File: config.mk
export PLATFORM = sky130hd
export DESIGN_NAME = pmh_top
export DESIGN_NICKNAME = d
export VERILOG_FILES = /design/src/pmh_pkg.sv /design/src/pmh_top.sv /design/src/pmh_sync.sv /design/src/pmh_fifo.sv
export SDC_FILE = /design/constraint.sdc
export NUM_CORES = 1
export LEC_CHECK = 0
export BUFFER_PORTS_ARGS = -buffer_cell sky130_fd_sc_hd__buf_2
export CAP_MARGIN = 20
export CORE_AREA = 2 2 234 236
export DETAILED_ROUTE_END_ITERATION = 10
export DIE_AREA = 0 0 236 238
export PLACE_DENSITY = 0.57
export SYNTH_ARGS = -nofsm -noshare
export SYNTH_HDL_FRONTEND = slang
export SYNTH_SLANG_ARGS = --single-unit
File: constraint.sdc
create_clock -name clk_in -period 4.3 [get_ports clk_in]
set_input_delay 0 -clock clk_in [delete_from_list [all_inputs] [get_ports clk_in]]
set_output_delay 0 -clock clk_in [all_outputs]
set_load 0.1 [all_outputs]
File: src/pmh_pkg.sv
`default_nettype none
package pmh_pkg;
  // register selects on the two address pins
  localparam logic [1:0] REG_DATA = 2'h0;
  localparam logic [1:0] REG_CMD  = 2'h1;
  localparam logic [1:0] REG_CTRL = 2'h2;
  localparam logic [1:0] REG_MODE = 2'h3;
  // shared data buffer
  localparam int         BUF_BYTES = 18;
  localparam logic [4:0] PTR_LAST  = 5'h11;
  localparam logic [4:0] PTR_ZERO  = 5'h00;
  // command fields
  localparam int CMD_BC_BIT = 7;
  localparam int CMD_LV_BIT = 6;
  // task codes; 2, 4 and 6 mean different tasks in the two directions
  localparam logic [2:0] TASK_NULL   = 3'h0;
  localparam logic [2:0] TASK_HEAD   = 3'h1;
  localparam logic [2:0] TASK_R3H    = 3'h2;
  localparam logic [2:0] TASK_BLOCK  = 3'h3;
  localparam logic [2:0] TASK_QUAD   = 3'h4;
  localparam logic [2:0] TASK_SINGLE = 3'h5;
  localparam logic [2:0] TASK_SPECL  = 3'h6;
  localparam logic [2:0] TASK_CANCEL = 3'h7;
  // mode, status and control fields
  localparam int MODE_TX_BIT    = 0;
  localparam int MODE_IRQEN_BIT = 1;
  localparam int MODE_PSAVE_BIT = 2;
  localparam int ST_FREE_BIT    = 7;
  localparam int ST_IRQ_BIT     = 6;
  localparam int ST_ERR_BIT     = 5;
  localparam int ST_MOB_BIT     = 4;
  localparam int CTRL_BW_LSB    = 0;
  localparam int CTRL_LV_LSB    = 2;
  // byte counts of the tasks
  localparam logic [4:0] CNT_HEAD_TX  = 5'h07;
  localparam logic [4:0] CNT_HEAD_DAT = 5'h06;
  localparam logic [4:0] CNT_BLK_TX   = 5'h14;
  localparam logic [4:0] CNT_BLK_DAT  = 5'h12;
  localparam logic [4:0] CNT_QUAD     = 5'h04;
  localparam logic [4:0] CNT_ONE      = 5'h01;
  localparam logic [4:0] CNT_HEAD_RX  = 5'h03;
  localparam logic [4:0] CNT_KEEP_HD  = 5'h02;
  localparam logic [4:0] IDX_CTRL0    = 5'h04;
  localparam logic [4:0] IDX_CTRL1    = 5'h05;
  localparam logic [4:0] IDX_CRC_HI   = 5'h12;
  localparam logic [4:0] IDX_SYNC1    = 5'h01;
  // bit timing
  localparam int         CLK_PERIOD_NS = 40;
  localparam int         BIT_PERIOD_NS = 125000;
  localparam int         BIT_CYCLES    = BIT_PERIOD_NS / CLK_PERIOD_NS;
  localparam logic [11:0] BIT_LAST     = 12'(BIT_CYCLES - 1);
  localparam logic [2:0] BIT_IN_BYTE   = 3'h7;
  // reset values
  localparam logic [15:0] SYNC_RESET = 16'h0000;
  localparam logic [15:0] CRC_SEED   = 16'hFFFF;
  localparam logic [15:0] CRC_POLY   = 16'h8005;
  localparam logic [8:0]  SCR_SEED   = 9'h1FF;
  localparam logic [7:0]  CTRL_RESET = 8'h00;
  localparam logic [7:0]  MODE_RESET = 8'h00;
  localparam int FIFO_W     = 8;
  localparam int FIFO_DEPTH = 16;

  typedef enum logic [1:0] {
    ST_IDLE    = 2'b00,
    ST_MOVE    = 2'b01,
    ST_HUNT    = 2'b10,
    ST_COLLECT = 2'b11
  } pmh_state_t;

  // four check bits of one control byte: two nibble parities, then odd and even bit parities
  function automatic logic [3:0] pmh_fec(input logic [7:0] b);
    pmh_fec = {^b[7:4], ^b[3:0], ^{b[7], b[5], b[3], b[1]}, ^{b[6], b[4], b[2], b[0]}};
  endfunction : pmh_fec

  // checksum update over one byte, msb first
  function automatic logic [15:0] pmh_crc(input logic [15:0] c, input logic [7:0] b);
    logic [15:0] r;
    r = c;
    for (int i = 7; i >= 0; i--)
    begin
      r = (r[15] ^ b[i]) ? ((r << 1) ^ CRC_POLY) : (r << 1);
    end
    pmh_crc = r;
  endfunction : pmh_crc
endpackage : pmh_pkg
`default_nettype wire

File: src/pmh_top.sv
// Summary of operation
// - four write, three read byte registers
// - data buffer behind one auto-incrementing address
// - idle holds bias or keeps extracting bits
// - bit seven restarts bit clock acquisition in receive mode, not with cancel
// - bit six restarts level acquisition in receive mode, not with cancel
// - non-null task code other than cancel starts a task, except code two in transmit mode
// - transmit task clears free, moves data
// - moved out sets free, flag, pin
// - receive task fills buffer then frees; sync search and pattern load only free
// - received bytes read from byte zero
// - head is seven bytes as listed
// - check byte nibbles cover control bytes
// - bytes go out msb first
// - block is data plus checksum bytes
// - head then zero to thirty-two blocks
// - task codes as in the table
`default_nettype none
module pmh_top import pmh_pkg::*; (
  // clock and reset
  input  wire logic       clk_in,
  input  wire logic       rst_n_in,
  // host register port pins
  input  wire logic       cs_n_in,
  input  wire logic       wr_n_in,
  input  wire logic       rd_n_in,
  input  wire logic       reg_select_low_in,
  input  wire logic       reg_select_high_in,
  input  wire logic [7:0] host_data_in,
  output logic      [7:0] host_data_out,
  output logic            host_data_oe_out,
  output logic            interrupt_out_n_out,
  // receive path, same clock
  input  wire logic       rx_bit_in,
  input  wire logic       rx_bit_valid_in,
  input  wire logic [7:0] quality_in,
  // line and analog control
  output logic            tx_bit_out,
  output logic            tx_drive_out,
  output logic            bit_clock_acquire_out,
  output logic            level_acquire_out,
  output logic      [1:0] loop_bandwidth_setting_out,
  output logic      [1:0] level_response_setting_out
);
  logic [2:0]  strb_s;
  logic [9:0]  bus_s;
  logic        wr_act_d, rd_act_d;
  logic [1:0]  addr_hold;
  logic [7:0]  wdata_hold;
  logic [7:0]  mode, ctrl;
  logic        buffer_free, irq_flag, err_flag, moban;
  logic [7:0]  buf_mem [BUF_BYTES];
  logic [4:0]  ptr, idx, cnt_total, cnt_data;
  logic [2:0]  job, bitcnt;
  pmh_state_t  state;
  logic [18:0] rx_sh;
  logic [15:0] sync_pat, crc;
  logic        scram_run;
  logic [8:0]  lfsr;
  logic [7:0]  tx_sh;
  logic [2:0]  tx_left;
  logic [11:0] tick_cnt;
  logic        fifo_in_ready, fifo_out_valid;
  logic [7:0]  fifo_out_data;

  pmh_sync #(.W(3)) u_strb (.clk_in(clk_in), .rst_n_in(rst_n_in),
    .d_in({cs_n_in, wr_n_in, rd_n_in}), .q_out(strb_s));
  pmh_sync #(.W(10)) u_bus (.clk_in(clk_in), .rst_n_in(rst_n_in),
    .d_in({reg_select_high_in, reg_select_low_in, host_data_in}), .q_out(bus_s));

  // strobe decode: an access acts when its strobe ends
  wire        wr_act   = ~strb_s[2] & ~strb_s[1];
  wire        rd_act   = ~strb_s[2] & ~strb_s[0];
  wire        wr_done  = wr_act_d & ~wr_act;
  wire        rd_done  = rd_act_d & ~rd_act;
  wire        cmd_wr   = wr_done & (addr_hold == REG_CMD);
  wire [2:0]  task_in  = wdata_hold[2:0];
  wire        tx_mode  = mode[MODE_TX_BIT];
  wire        psave    = mode[MODE_PSAVE_BIT];
  wire        is_null  = (task_in == TASK_NULL);
  wire        is_cncl  = (task_in == TASK_CANCEL);
  wire        acq_ok   = cmd_wr & ~tx_mode & ~is_cncl;
  wire        tx_task  = cmd_wr & tx_mode & ~is_null & ~is_cncl & (task_in != TASK_R3H)
                         & (task_in != TASK_SPECL);
  wire        tso_task = cmd_wr & tx_mode & (task_in == TASK_SPECL);
  wire        rx_task  = cmd_wr & ~tx_mode & ~is_null & ~is_cncl;
  wire        buf_acc  = (addr_hold == REG_DATA) & (wr_done | rd_done);
  wire [4:0]  ptr_inc  = (ptr == PTR_LAST) ? PTR_ZERO : ptr + 5'h01;
  wire [7:0]  status   = {buffer_free, irq_flag, err_flag, moban, 4'h0};

  // transmit byte selection: data, then check byte or checksum
  wire [7:0]  fec_byte = {pmh_fec(buf_mem[IDX_CTRL0]), pmh_fec(buf_mem[IDX_CTRL1])};
  wire [7:0]  mv_byte  = (idx < cnt_data) ? buf_mem[idx] :
                         (job == TASK_HEAD) ? fec_byte :
                         (idx == IDX_CRC_HI) ? crc[15:8] : crc[7:0];
  wire        push     = (state == ST_MOVE) & fifo_in_ready;
  wire        mv_last  = push & (idx == cnt_total - 5'h01);

  // receive decode
  wire [18:0] nsh      = {rx_sh[17:0], rx_bit_in};
  wire        rx_bit   = rx_bit_valid_in & ~tx_mode;
  wire [4:0]  errs     = 5'($countones(nsh[15:0] ^ sync_pat));
  wire        sync_hit = rx_bit & (state == ST_HUNT) & (errs <= 5'h01);
  wire        byte_in  = rx_bit & (state == ST_COLLECT) & (bitcnt == BIT_IN_BYTE);
  wire        rx_last  = byte_in & (idx == cnt_total - 5'h01);
  wire        load_sync_pattern_job     = rx_task & (task_in == TASK_SPECL);
  wire        rx_fin   = rx_last | load_sync_pattern_job | (sync_hit & (job == TASK_QUAD));
  wire        hd_job   = (job == TASK_HEAD) | (job == TASK_R3H);

  // bit serialiser timing
  wire        tick     = (tick_cnt == '0);
  wire        line_on  = tx_mode & ~psave;
  wire        pop      = tick & line_on & (tx_left == '0);

  // register port capture
  always_ff @(posedge clk_in or negedge rst_n_in)
  begin
    if (!rst_n_in)
    begin
      wr_act_d   <= 1'b0;
      rd_act_d   <= 1'b0;
      addr_hold  <= REG_DATA;
      wdata_hold <= 8'h00;
    end
    else
    begin
      wr_act_d   <= wr_act;
      rd_act_d   <= rd_act;
      addr_hold  <= (wr_act | rd_act) ? bus_s[9:8] : addr_hold;
      wdata_hold <= wr_act ? bus_s[7:0] : wdata_hold;
    end
  end

  // write-only registers and read mux
  always_ff @(posedge clk_in or negedge rst_n_in)
  begin
    if (!rst_n_in)
    begin
      mode             <= MODE_RESET;
      ctrl             <= CTRL_RESET;
      host_data_out    <= 8'h00;
      host_data_oe_out <= 1'b0;
    end
    else
    begin
      mode <= (wr_done & (addr_hold == REG_MODE)) ? wdata_hold : mode;
      ctrl <= (wr_done & (addr_hold == REG_CTRL)) ? wdata_hold : ctrl;
      host_data_oe_out <= rd_act;
      unique case (bus_s[9:8])
        REG_DATA: host_data_out <= buf_mem[ptr];
        REG_CMD:  host_data_out <= status;
        REG_CTRL: host_data_out <= quality_in;
        REG_MODE: host_data_out <= 8'h00;
      endcase
    end
  end

  // buffer storage: receive results first, host writes otherwise
  always_ff @(posedge clk_in)
  begin
    if (byte_in & (idx < cnt_data))
      buf_mem[idx] <= nsh[7:0];
    else if (buf_acc & wr_done)
      buf_mem[ptr] <= wdata_hold;
  end

  // status flags; hardware set wins over a read clear
  always_ff @(posedge clk_in or negedge rst_n_in)
  begin
    if (!rst_n_in)
    begin
      buffer_free <= 1'b1;
      irq_flag    <= 1'b0;
      err_flag    <= 1'b0;
      moban       <= 1'b0;
      ptr         <= PTR_ZERO;
    end
    else
    begin
      if (mv_last | rx_fin)
        buffer_free <= 1'b1;
      else if (tx_task | rx_task)
        buffer_free <= 1'b0;
      else if (cmd_wr & is_cncl)
        buffer_free <= 1'b1;
      if (mv_last | rx_fin)
        irq_flag <= 1'b1;
      else if (rd_done & (addr_hold == REG_CMD))
        irq_flag <= 1'b0;
      if (rx_task)
        err_flag <= 1'b0;
      else if (rx_last & hd_job)
        err_flag <= (nsh[7:0] != {pmh_fec(buf_mem[PTR_ZERO]), pmh_fec(buf_mem[IDX_SYNC1])});
      if (sync_hit)
        moban <= (nsh[18] & nsh[17]) | (nsh[18] & nsh[16]) | (nsh[17] & nsh[16]);
      if (cmd_wr & ~is_null | rx_fin)
        ptr <= PTR_ZERO;
      else if (buf_acc)
        ptr <= ptr_inc;
    end
  end

  // task sequencer
  always_ff @(posedge clk_in or negedge rst_n_in)
  begin
    if (!rst_n_in)
    begin
      state     <= ST_IDLE;
      job       <= TASK_NULL;
      idx       <= PTR_ZERO;
      cnt_total <= PTR_ZERO;
      cnt_data  <= PTR_ZERO;
      bitcnt    <= '0;
      crc       <= CRC_SEED;
      sync_pat  <= SYNC_RESET;
    end
    else if (cmd_wr & is_cncl)
      state <= ST_IDLE;
    else if (tx_task)
    begin
      state <= ST_MOVE;
      job   <= task_in;
      idx   <= PTR_ZERO;
      crc   <= CRC_SEED;
      unique case (task_in)
        TASK_HEAD:  {cnt_total, cnt_data} <= {CNT_HEAD_TX, CNT_HEAD_DAT};
        TASK_BLOCK: {cnt_total, cnt_data} <= {CNT_BLK_TX, CNT_BLK_DAT};
        TASK_QUAD:  {cnt_total, cnt_data} <= {CNT_QUAD, CNT_QUAD};
        default:    {cnt_total, cnt_data} <= {CNT_ONE, CNT_ONE};
      endcase
    end
    else if (rx_task)
    begin
      job    <= task_in;
      idx    <= PTR_ZERO;
      bitcnt <= '0;
      unique case (task_in)
        TASK_HEAD, TASK_QUAD: state <= ST_HUNT;
        TASK_SPECL: state <= ST_IDLE;
        default:    state <= ST_COLLECT;
      endcase
      unique case (task_in)
        TASK_R3H:   {cnt_total, cnt_data} <= {CNT_HEAD_RX, CNT_HEAD_RX};
        TASK_BLOCK: {cnt_total, cnt_data} <= {CNT_BLK_DAT, CNT_BLK_DAT};
        TASK_HEAD:  {cnt_total, cnt_data} <= {CNT_HEAD_RX, CNT_KEEP_HD};
        default:    {cnt_total, cnt_data} <= {CNT_ONE, CNT_ONE};
      endcase
      if (load_sync_pattern_job)
        sync_pat <= {buf_mem[PTR_ZERO], buf_mem[IDX_SYNC1]};
    end
    else if (push)
    begin
      idx   <= idx + 5'h01;
      crc   <= (idx < cnt_data) ? pmh_crc(crc, mv_byte) : crc;
      state <= mv_last ? ST_IDLE : ST_MOVE;
    end
    else if (sync_hit)
    begin
      state  <= (job == TASK_QUAD) ? ST_IDLE : ST_COLLECT;
      bitcnt <= '0;
    end
    else if (rx_bit & (state == ST_COLLECT))
    begin
      bitcnt <= bitcnt + 3'h1;
      idx    <= byte_in ? idx + 5'h01 : idx;
      state  <= rx_last ? ST_IDLE : ST_COLLECT;
    end
  end

  // received bit history, kept running even when idle
  always_ff @(posedge clk_in or negedge rst_n_in)
  begin
    if (!rst_n_in)
      rx_sh <= '0;
    else if (rx_bit)
      rx_sh <= nsh;
  end

  // acquisition restart pulses and control fields
  always_ff @(posedge clk_in or negedge rst_n_in)
  begin
    if (!rst_n_in)
    begin
      bit_clock_acquire_out      <= 1'b0;
      level_acquire_out          <= 1'b0;
      loop_bandwidth_setting_out <= 2'h0;
      level_response_setting_out <= 2'h0;
    end
    else
    begin
      bit_clock_acquire_out      <= acq_ok & wdata_hold[CMD_BC_BIT];
      level_acquire_out          <= acq_ok & wdata_hold[CMD_LV_BIT];
      loop_bandwidth_setting_out <= ctrl[CTRL_BW_LSB +: 2];
      level_response_setting_out <= ctrl[CTRL_LV_LSB +: 2];
    end
  end

  pmh_fifo #(.W(FIFO_W), .DEPTH(FIFO_DEPTH)) u_fifo (
    .clk_in        (clk_in),
    .rst_n_in      (rst_n_in),
    .flush_in      (cmd_wr & is_cncl),
    .in_valid_in   (state == ST_MOVE),
    .in_ready_out  (fifo_in_ready),
    .in_data_in    (mv_byte),
    .out_valid_out (fifo_out_valid),
    .out_ready_in  (pop),
    .out_data_out  (fifo_out_data)
  );

  // serialiser: fifo bytes msb first, else scrambler, else bias
  always_ff @(posedge clk_in or negedge rst_n_in)
  begin
    if (!rst_n_in)
    begin
      tick_cnt     <= BIT_LAST;
      tx_sh        <= 8'h00;
      tx_left      <= '0;
      scram_run    <= 1'b0;
      lfsr         <= SCR_SEED;
      tx_bit_out   <= 1'b0;
      tx_drive_out <= 1'b0;
      interrupt_out_n_out <= 1'b1;
    end
    else
    begin
      interrupt_out_n_out <= ~(irq_flag & mode[MODE_IRQEN_BIT]);
      tick_cnt <= tick ? BIT_LAST : tick_cnt - 12'h001;
      if (tso_task)
        scram_run <= 1'b1;
      else if ((pop & fifo_out_valid) | (cmd_wr & is_cncl))
        scram_run <= 1'b0;
      if (tick & ~line_on)
        tx_drive_out <= 1'b0;
      else if (tick & (tx_left != '0))
      begin
        tx_bit_out <= tx_sh[7];
        tx_sh      <= {tx_sh[6:0], 1'b0};
        tx_left    <= tx_left - 3'h1;
      end
      else if (pop & fifo_out_valid)
      begin
        tx_bit_out   <= fifo_out_data[7];
        tx_sh        <= {fifo_out_data[6:0], 1'b0};
        tx_left      <= BIT_IN_BYTE;
        tx_drive_out <= 1'b1;
      end
      else if (pop & scram_run)
      begin
        tx_bit_out   <= lfsr[0];
        lfsr         <= {lfsr[4] ^ lfsr[0], lfsr[8:1]};
        tx_drive_out <= 1'b1;
      end
      else if (pop)
        tx_drive_out <= 1'b0;
    end
  end
endmodule : pmh_top
`default_nettype wire

File: src/pmh_sync.sv
`default_nettype none
module pmh_sync #(
  parameter int W = 1
) (
  // clock and reset
  input  wire logic         clk_in,
  input  wire logic         rst_n_in,
  // raw and synchronised levels
  input  wire logic [W-1:0] d_in,
  output logic      [W-1:0] q_out
);
  logic [W-1:0] meta;

  // two flops, the first read only by the second
  always_ff @(posedge clk_in or negedge rst_n_in)
  begin
    if (!rst_n_in)
    begin
      meta  <= '1;
      q_out <= '1;
    end
    else
    begin
      meta  <= d_in;
      q_out <= meta;
    end
  end
endmodule : pmh_sync
`default_nettype wire

File: src/pmh_fifo.sv
`default_nettype none
module pmh_fifo #(
  parameter int W     = 8,
  parameter int DEPTH = 16
) (
  // clock, reset and flush
  input  wire logic         clk_in,
  input  wire logic         rst_n_in,
  input  wire logic         flush_in,
  // filling side
  input  wire logic         in_valid_in,
  output logic              in_ready_out,
  input  wire logic [W-1:0] in_data_in,
  // draining side
  output logic              out_valid_out,
  input  wire logic         out_ready_in,
  output logic      [W-1:0] out_data_out
);
  localparam int AW = $clog2(DEPTH);
  logic [W-1:0] mem [DEPTH];
  logic [AW-1:0] wr_ptr;
  logic [AW-1:0] rd_ptr;
  logic [AW:0]   count;
  logic          push;
  logic          pop;

  // handshake decode, full and empty from the count
  assign in_ready_out  = (count != (AW+1)'(DEPTH));
  assign out_valid_out = (count != '0);
  assign push          = in_valid_in & in_ready_out;
  assign pop           = out_valid_out & out_ready_in;
  assign out_data_out  = mem[rd_ptr];

  // storage
  always_ff @(posedge clk_in)
  begin
    if (push)
      mem[wr_ptr] <= in_data_in;
  end

  // pointers and fill level
  always_ff @(posedge clk_in or negedge rst_n_in)
  begin
    if (!rst_n_in)
    begin
      wr_ptr <= '0;
      rd_ptr <= '0;
      count  <= '0;
    end
    else if (flush_in)
    begin
      wr_ptr <= '0;
      rd_ptr <= '0;
      count  <= '0;
    end
    else
    begin
      wr_ptr <= push ? wr_ptr + 1'b1 : wr_ptr;
      rd_ptr <= pop ? rd_ptr + 1'b1 : rd_ptr;
      count  <= count + (AW+1)'(push) - (AW+1)'(pop);
    end
  end
endmodule : pmh_fifo
`default_nettype wire

==> impl_metrics.csv <==
group,metric,value,unit
layout,drive_above_1_share,26.1,%
placement,io_buffers,42,
routing,antenna_left,0,
power_and_ir_drop,p_sw,7.34,mW
worst_setup_path,crit_fanout,3,
clocking,numClockSinks,458,
job,max-cap-violations,0,
routing,viasPerCell,5.44,
worst_setup_path,r2r_slack,-0.10,ns
global_route,grt_use_total,18.7,%
power_and_ir_drop,power_frac_comb,43.9,%
worst_setup_path,critPathKind,"reg -> reg",
routing,drcViolationCount,0,
sta,finalMaxSlewViolations,0,
worst_setup_path,cpPeakStageDelay,0.56,ns
power_and_ir_drop,clockPowerShare,21.7,%
clocking,clockBufferDepth,3,
synth,netlist.area_leader.share,38.3,%
global_route,grt-ovfl-total,0,
clocking,clk_pin_slew_worst_paths,0.06,ns
synth,synth_ff_type,"edfxtp_1",
placement,place_area,22700,µm²
placement,place.gp.congestion,0.860,
worst_setup_path,path_delay_family,"adder cells",
die,die_area,56200,µm²
synth,synthArstFlopShare,40.6,%
status,violations,"negative setup slack",
worst_setup_path,path_buf_inv,2,
sta,rsz0062_at_grt,"yes",
synth,synth_area_per_cell,14.4,µm²
worst_setup_path,crit_chain,"xor2_2 > fa_1 > fa_1 > fa_1 > inv_1 > fa_1 > inv_1 > ha_2 > fa_2 > nor4_2 > and4_4 > nand3_2 > nand2_2 > mux2i_1 > o21ai_1 > a221oi_1",
clocking,numCtsBuffers,47,
routing,routedWlPerCell,22.4,µm
power_and_ir_drop,power_frac_seq,34.3,%
clocking,insertion_delay,0.58,ns
global_route,grt_pass1_vias,13010,
layout,final_area,24600,µm²
sta,fin_crit_sh,102,%
worst_setup_path,startpoint,"rx_sh[6]",
power_and_ir_drop,vdd_drop_max,0.643,mV
sta,finalClockSkew,0.0210,ns
worst_hold_path,hold_class,"in -> async",
sta,setup_viol,11,
die,die_x,236,µm
layout,postLayoutCoreUtil,46.0,%
synth,synth_fp_nets,1549,
worst_setup_path,ff2ff_path_depth,16,
sta,slew_headroom,37.3,%
power_and_ir_drop,design_power_total,19.7,mW
synth,synth-edff-count,272,
sta,layout_setup_ws,-0.104,ns
synth,ys_seq_area_share,60.4,%
die,core_area,53500,µm²
layout,nNetsFinal,1659,
worst_setup_path,end_kind,"flip-flop",
synth,yosys-top-cells-area,"edfxtp_1 (38%), dfrtp_1 (15%), mux4_2 (7.4%), dfstp_2 (7.1%), mux2_2 (4.1%)",
status,outcome,"complete, but fails checks",
die,ios,43,
routing,firstDrtPassIters,5,
synth,yosysUniqueCellTypes,82,
power_and_ir_drop,p_sw_share,37.2,%
worst_setup_path,cp_slowest_cell,"fa_1",
synth,synth_area,21300,µm²
layout,diodes,0,
synth,ys_warn_count,0,
sta,timing_hold_violations_final,0,
layout,syn_to_final_growth,15.3,%
power_and_ir_drop,power_density,803,nW/µm²
die,initial_core_util,39.9,%
synth,yosysMostFrequentCell,"edfxtp_1",
worst_setup_path,r2r_start,"rx_sh[6]",
routing,via_count,12656,
die,die_h,238,µm
sta,finalSetupTns,-0.257,ns
routing,wirelength,52000,µm
synth,synth_largest_area_cell,"edfxtp_1",
synth,ys_ff_latch,458,
sta,finalCriticalPeriod,4.40,ns
power_and_ir_drop,leakagePower,9.20,nW
clocking,htreeDepth,2,
clocking,cts_tree,"done",
sta,max_freq,227,MHz
global_route,antenna_found_initial,0,
worst_setup_path,arrival,4.88,ns
routing,drt_iter0_drc,946,
die,num_rows,85,
global_route,grt_pass1_wl,79600,µm
worst_setup_path,required,4.78,ns
layout,num-fill-cells,4725,
worst_setup_path,reg2reg_to,"state[0]",
placement,hpwl,35600,µm
synth,syn_inst,1483,
global_route,grt_start_max_net_pins,104,
clocking,root_buffer,"clkbuf_16",
synth,synth_commonest_cells,"edfxtp_1 (272), dfrtp_1 (128), nor2_1 (105)",
worst_setup_path,cp-start-kind,"flip-flop",
power_and_ir_drop,p_int,12.4,mW
worst_setup_path,worst_path_most_repeated_cell,"fa_1",
sta,tightest_slew,0.935,ns
per-layer routing:
layer,vias to the layer above,routed length [µm],global-route usage [%]
met2,289,25600,31.4
met4,0,1560,6.37
met5,-,0,0
li1,5790,-,-
met3,91,2550,3.02
met1,6486,22300,24.6
area by class of cell:
cell class	instances	area [µm²]	share of cell area [%]
Clock buffer	66	1320	5.38
Clock inverter	21	289	1.17
Inverter	45	169	0.687
Multi-Input combinational cell	907	8030	32.6
Sequential cell	458	12900	52.4
Tap cell	696	871	3.54
Timing Repair Buffer	134	1020	4.14
flip-flops by register name, indices dropped and copies added, names as in the netlist, 4 cells and up:
| signal | cells |
|---|---|
| tick_cnt | 12 |
| u_fifo.count | 5 |
| u_bus.meta | 10 |
| buf_mem | 144 |
| sync_pat | 16 |
| rx_sh | 18 |
| u_fifo.rd_ptr | 4 |
| ptr | 5 |
| u_fifo.mem | 128 |
| idx | 5 |
| host_data_out | 8 |
| lfsr | 9 |
| u_fifo.wr_ptr | 4 |
| wdata_hold | 8 |
| u_bus.q_out | 10 |
| cnt_total | 4 |
| crc | 16 |
| tx_sh | 7 |
| ctrl | 4 |
cell families (layout without fill, tap and decap cells):
kind of cell	count (synthesis)	in the layout	synth area share [%]
simple gates	317	317	7.26
fa+ha+maj	42	42	2.84
mux	236	236	16.0
xor+xnor	96	96	4.39
flops	458	458	60.4
compound gates	216	216	6.56
buf+inv	118	266	2.53
worst max-delay path by stage:
stage | slack [ns] | to | cells after the start
6_report | -0.10 | state[0] | 16
5_1_grt | -0.33 | state[0] | 16
4_1_cts | -0.12 | state[0] | 16
3_5_place_dp | -0.22 | state[1] | 16
3_3_place_gp | -0.17 | state[0] | 15
2_1_floorplan | 0.004 | state[0] | 15
worst reg2reg max path: cells and delay by family (launching register included):
| kind | cells | cell delay [ns] |
|---|---|---|
| AO/OA/AOI/OAI | 2 | 0.34 |
| AND/OR/NAND/NOR | 4 | 0.41 |
| multiplexers | 1 | 0.14 |
| flip-flops | 1 | 0.41 |
| buffers and inverters | 2 | 0.09 |
| XOR/XNOR | 1 | 0.20 |
| adder cells (fa/ha/maj) | 6 | 2.72 |
cells in the final DEF (no fill, tap or decap), types with 7 or more instances in the layout:
cell type / count
bufinv_16: 7
nor2_1: 105
nand2_1: 71
and2_1: 16
clkbuf_1: 12
dfrtp_1: 125
mux2_2: 77
xnor2_1: 55
mux4_2: 70
a221oi_1: 11
inv_1: 45
nor3_1: 17
dfstp_2: 58
ha_1: 29
a31oi_1: 10
a22oi_1: 13
a211oi_1: 13
nand2b_1: 9
o21ai_0: 60
mux2i_1: 84
xor2_1: 31
fa_1: 10
dlygate4sd3_1: 23
nand3_1: 30
buf_2: 41
and3_1: 12
nand4_1: 7
a21oi_1: 47
nor2b_1: 12
clkbuf_16: 48
edfxtp_1: 272
buf_4: 65
power groups by stage:
stage,clock (mW),combinational [mW],sequential (mW)
final,4.30,8.67,6.78
after global routing,4.55,9.62,6.86
after CTS,4.38,8.77,6.78
after detailed placement,0,8.61,6.86
after global placement,0,8.48,6.82
after floorplan,0,6.00,6.90
metrics by stage:
stage	setup WS [ns]	std cells	hold WS [ns]
floorplan	0.00422	1483	-0.296
global placement	-0.167	2214	0.0921
detailed placement	-0.219	2214	0.0933
CTS	-0.120	2325	0.0306
global route	-0.330	2327	0.0503
finish	-0.104	2327	0.0302
what timing repair did:
| item | CTS | global route |
|---|---|---|
| setup buffers | 1 | 2 |
| pin swaps | 14 | 2 |
| gates resized for setup | 10 | 4 |
| hold buffers | 23 | 0 |
| setup endpoints to repair | 13 | 13 |
| endpoints found under the hold margin | 105 | 0 |
Note: power is estimated with default switching activity, not from simulation.
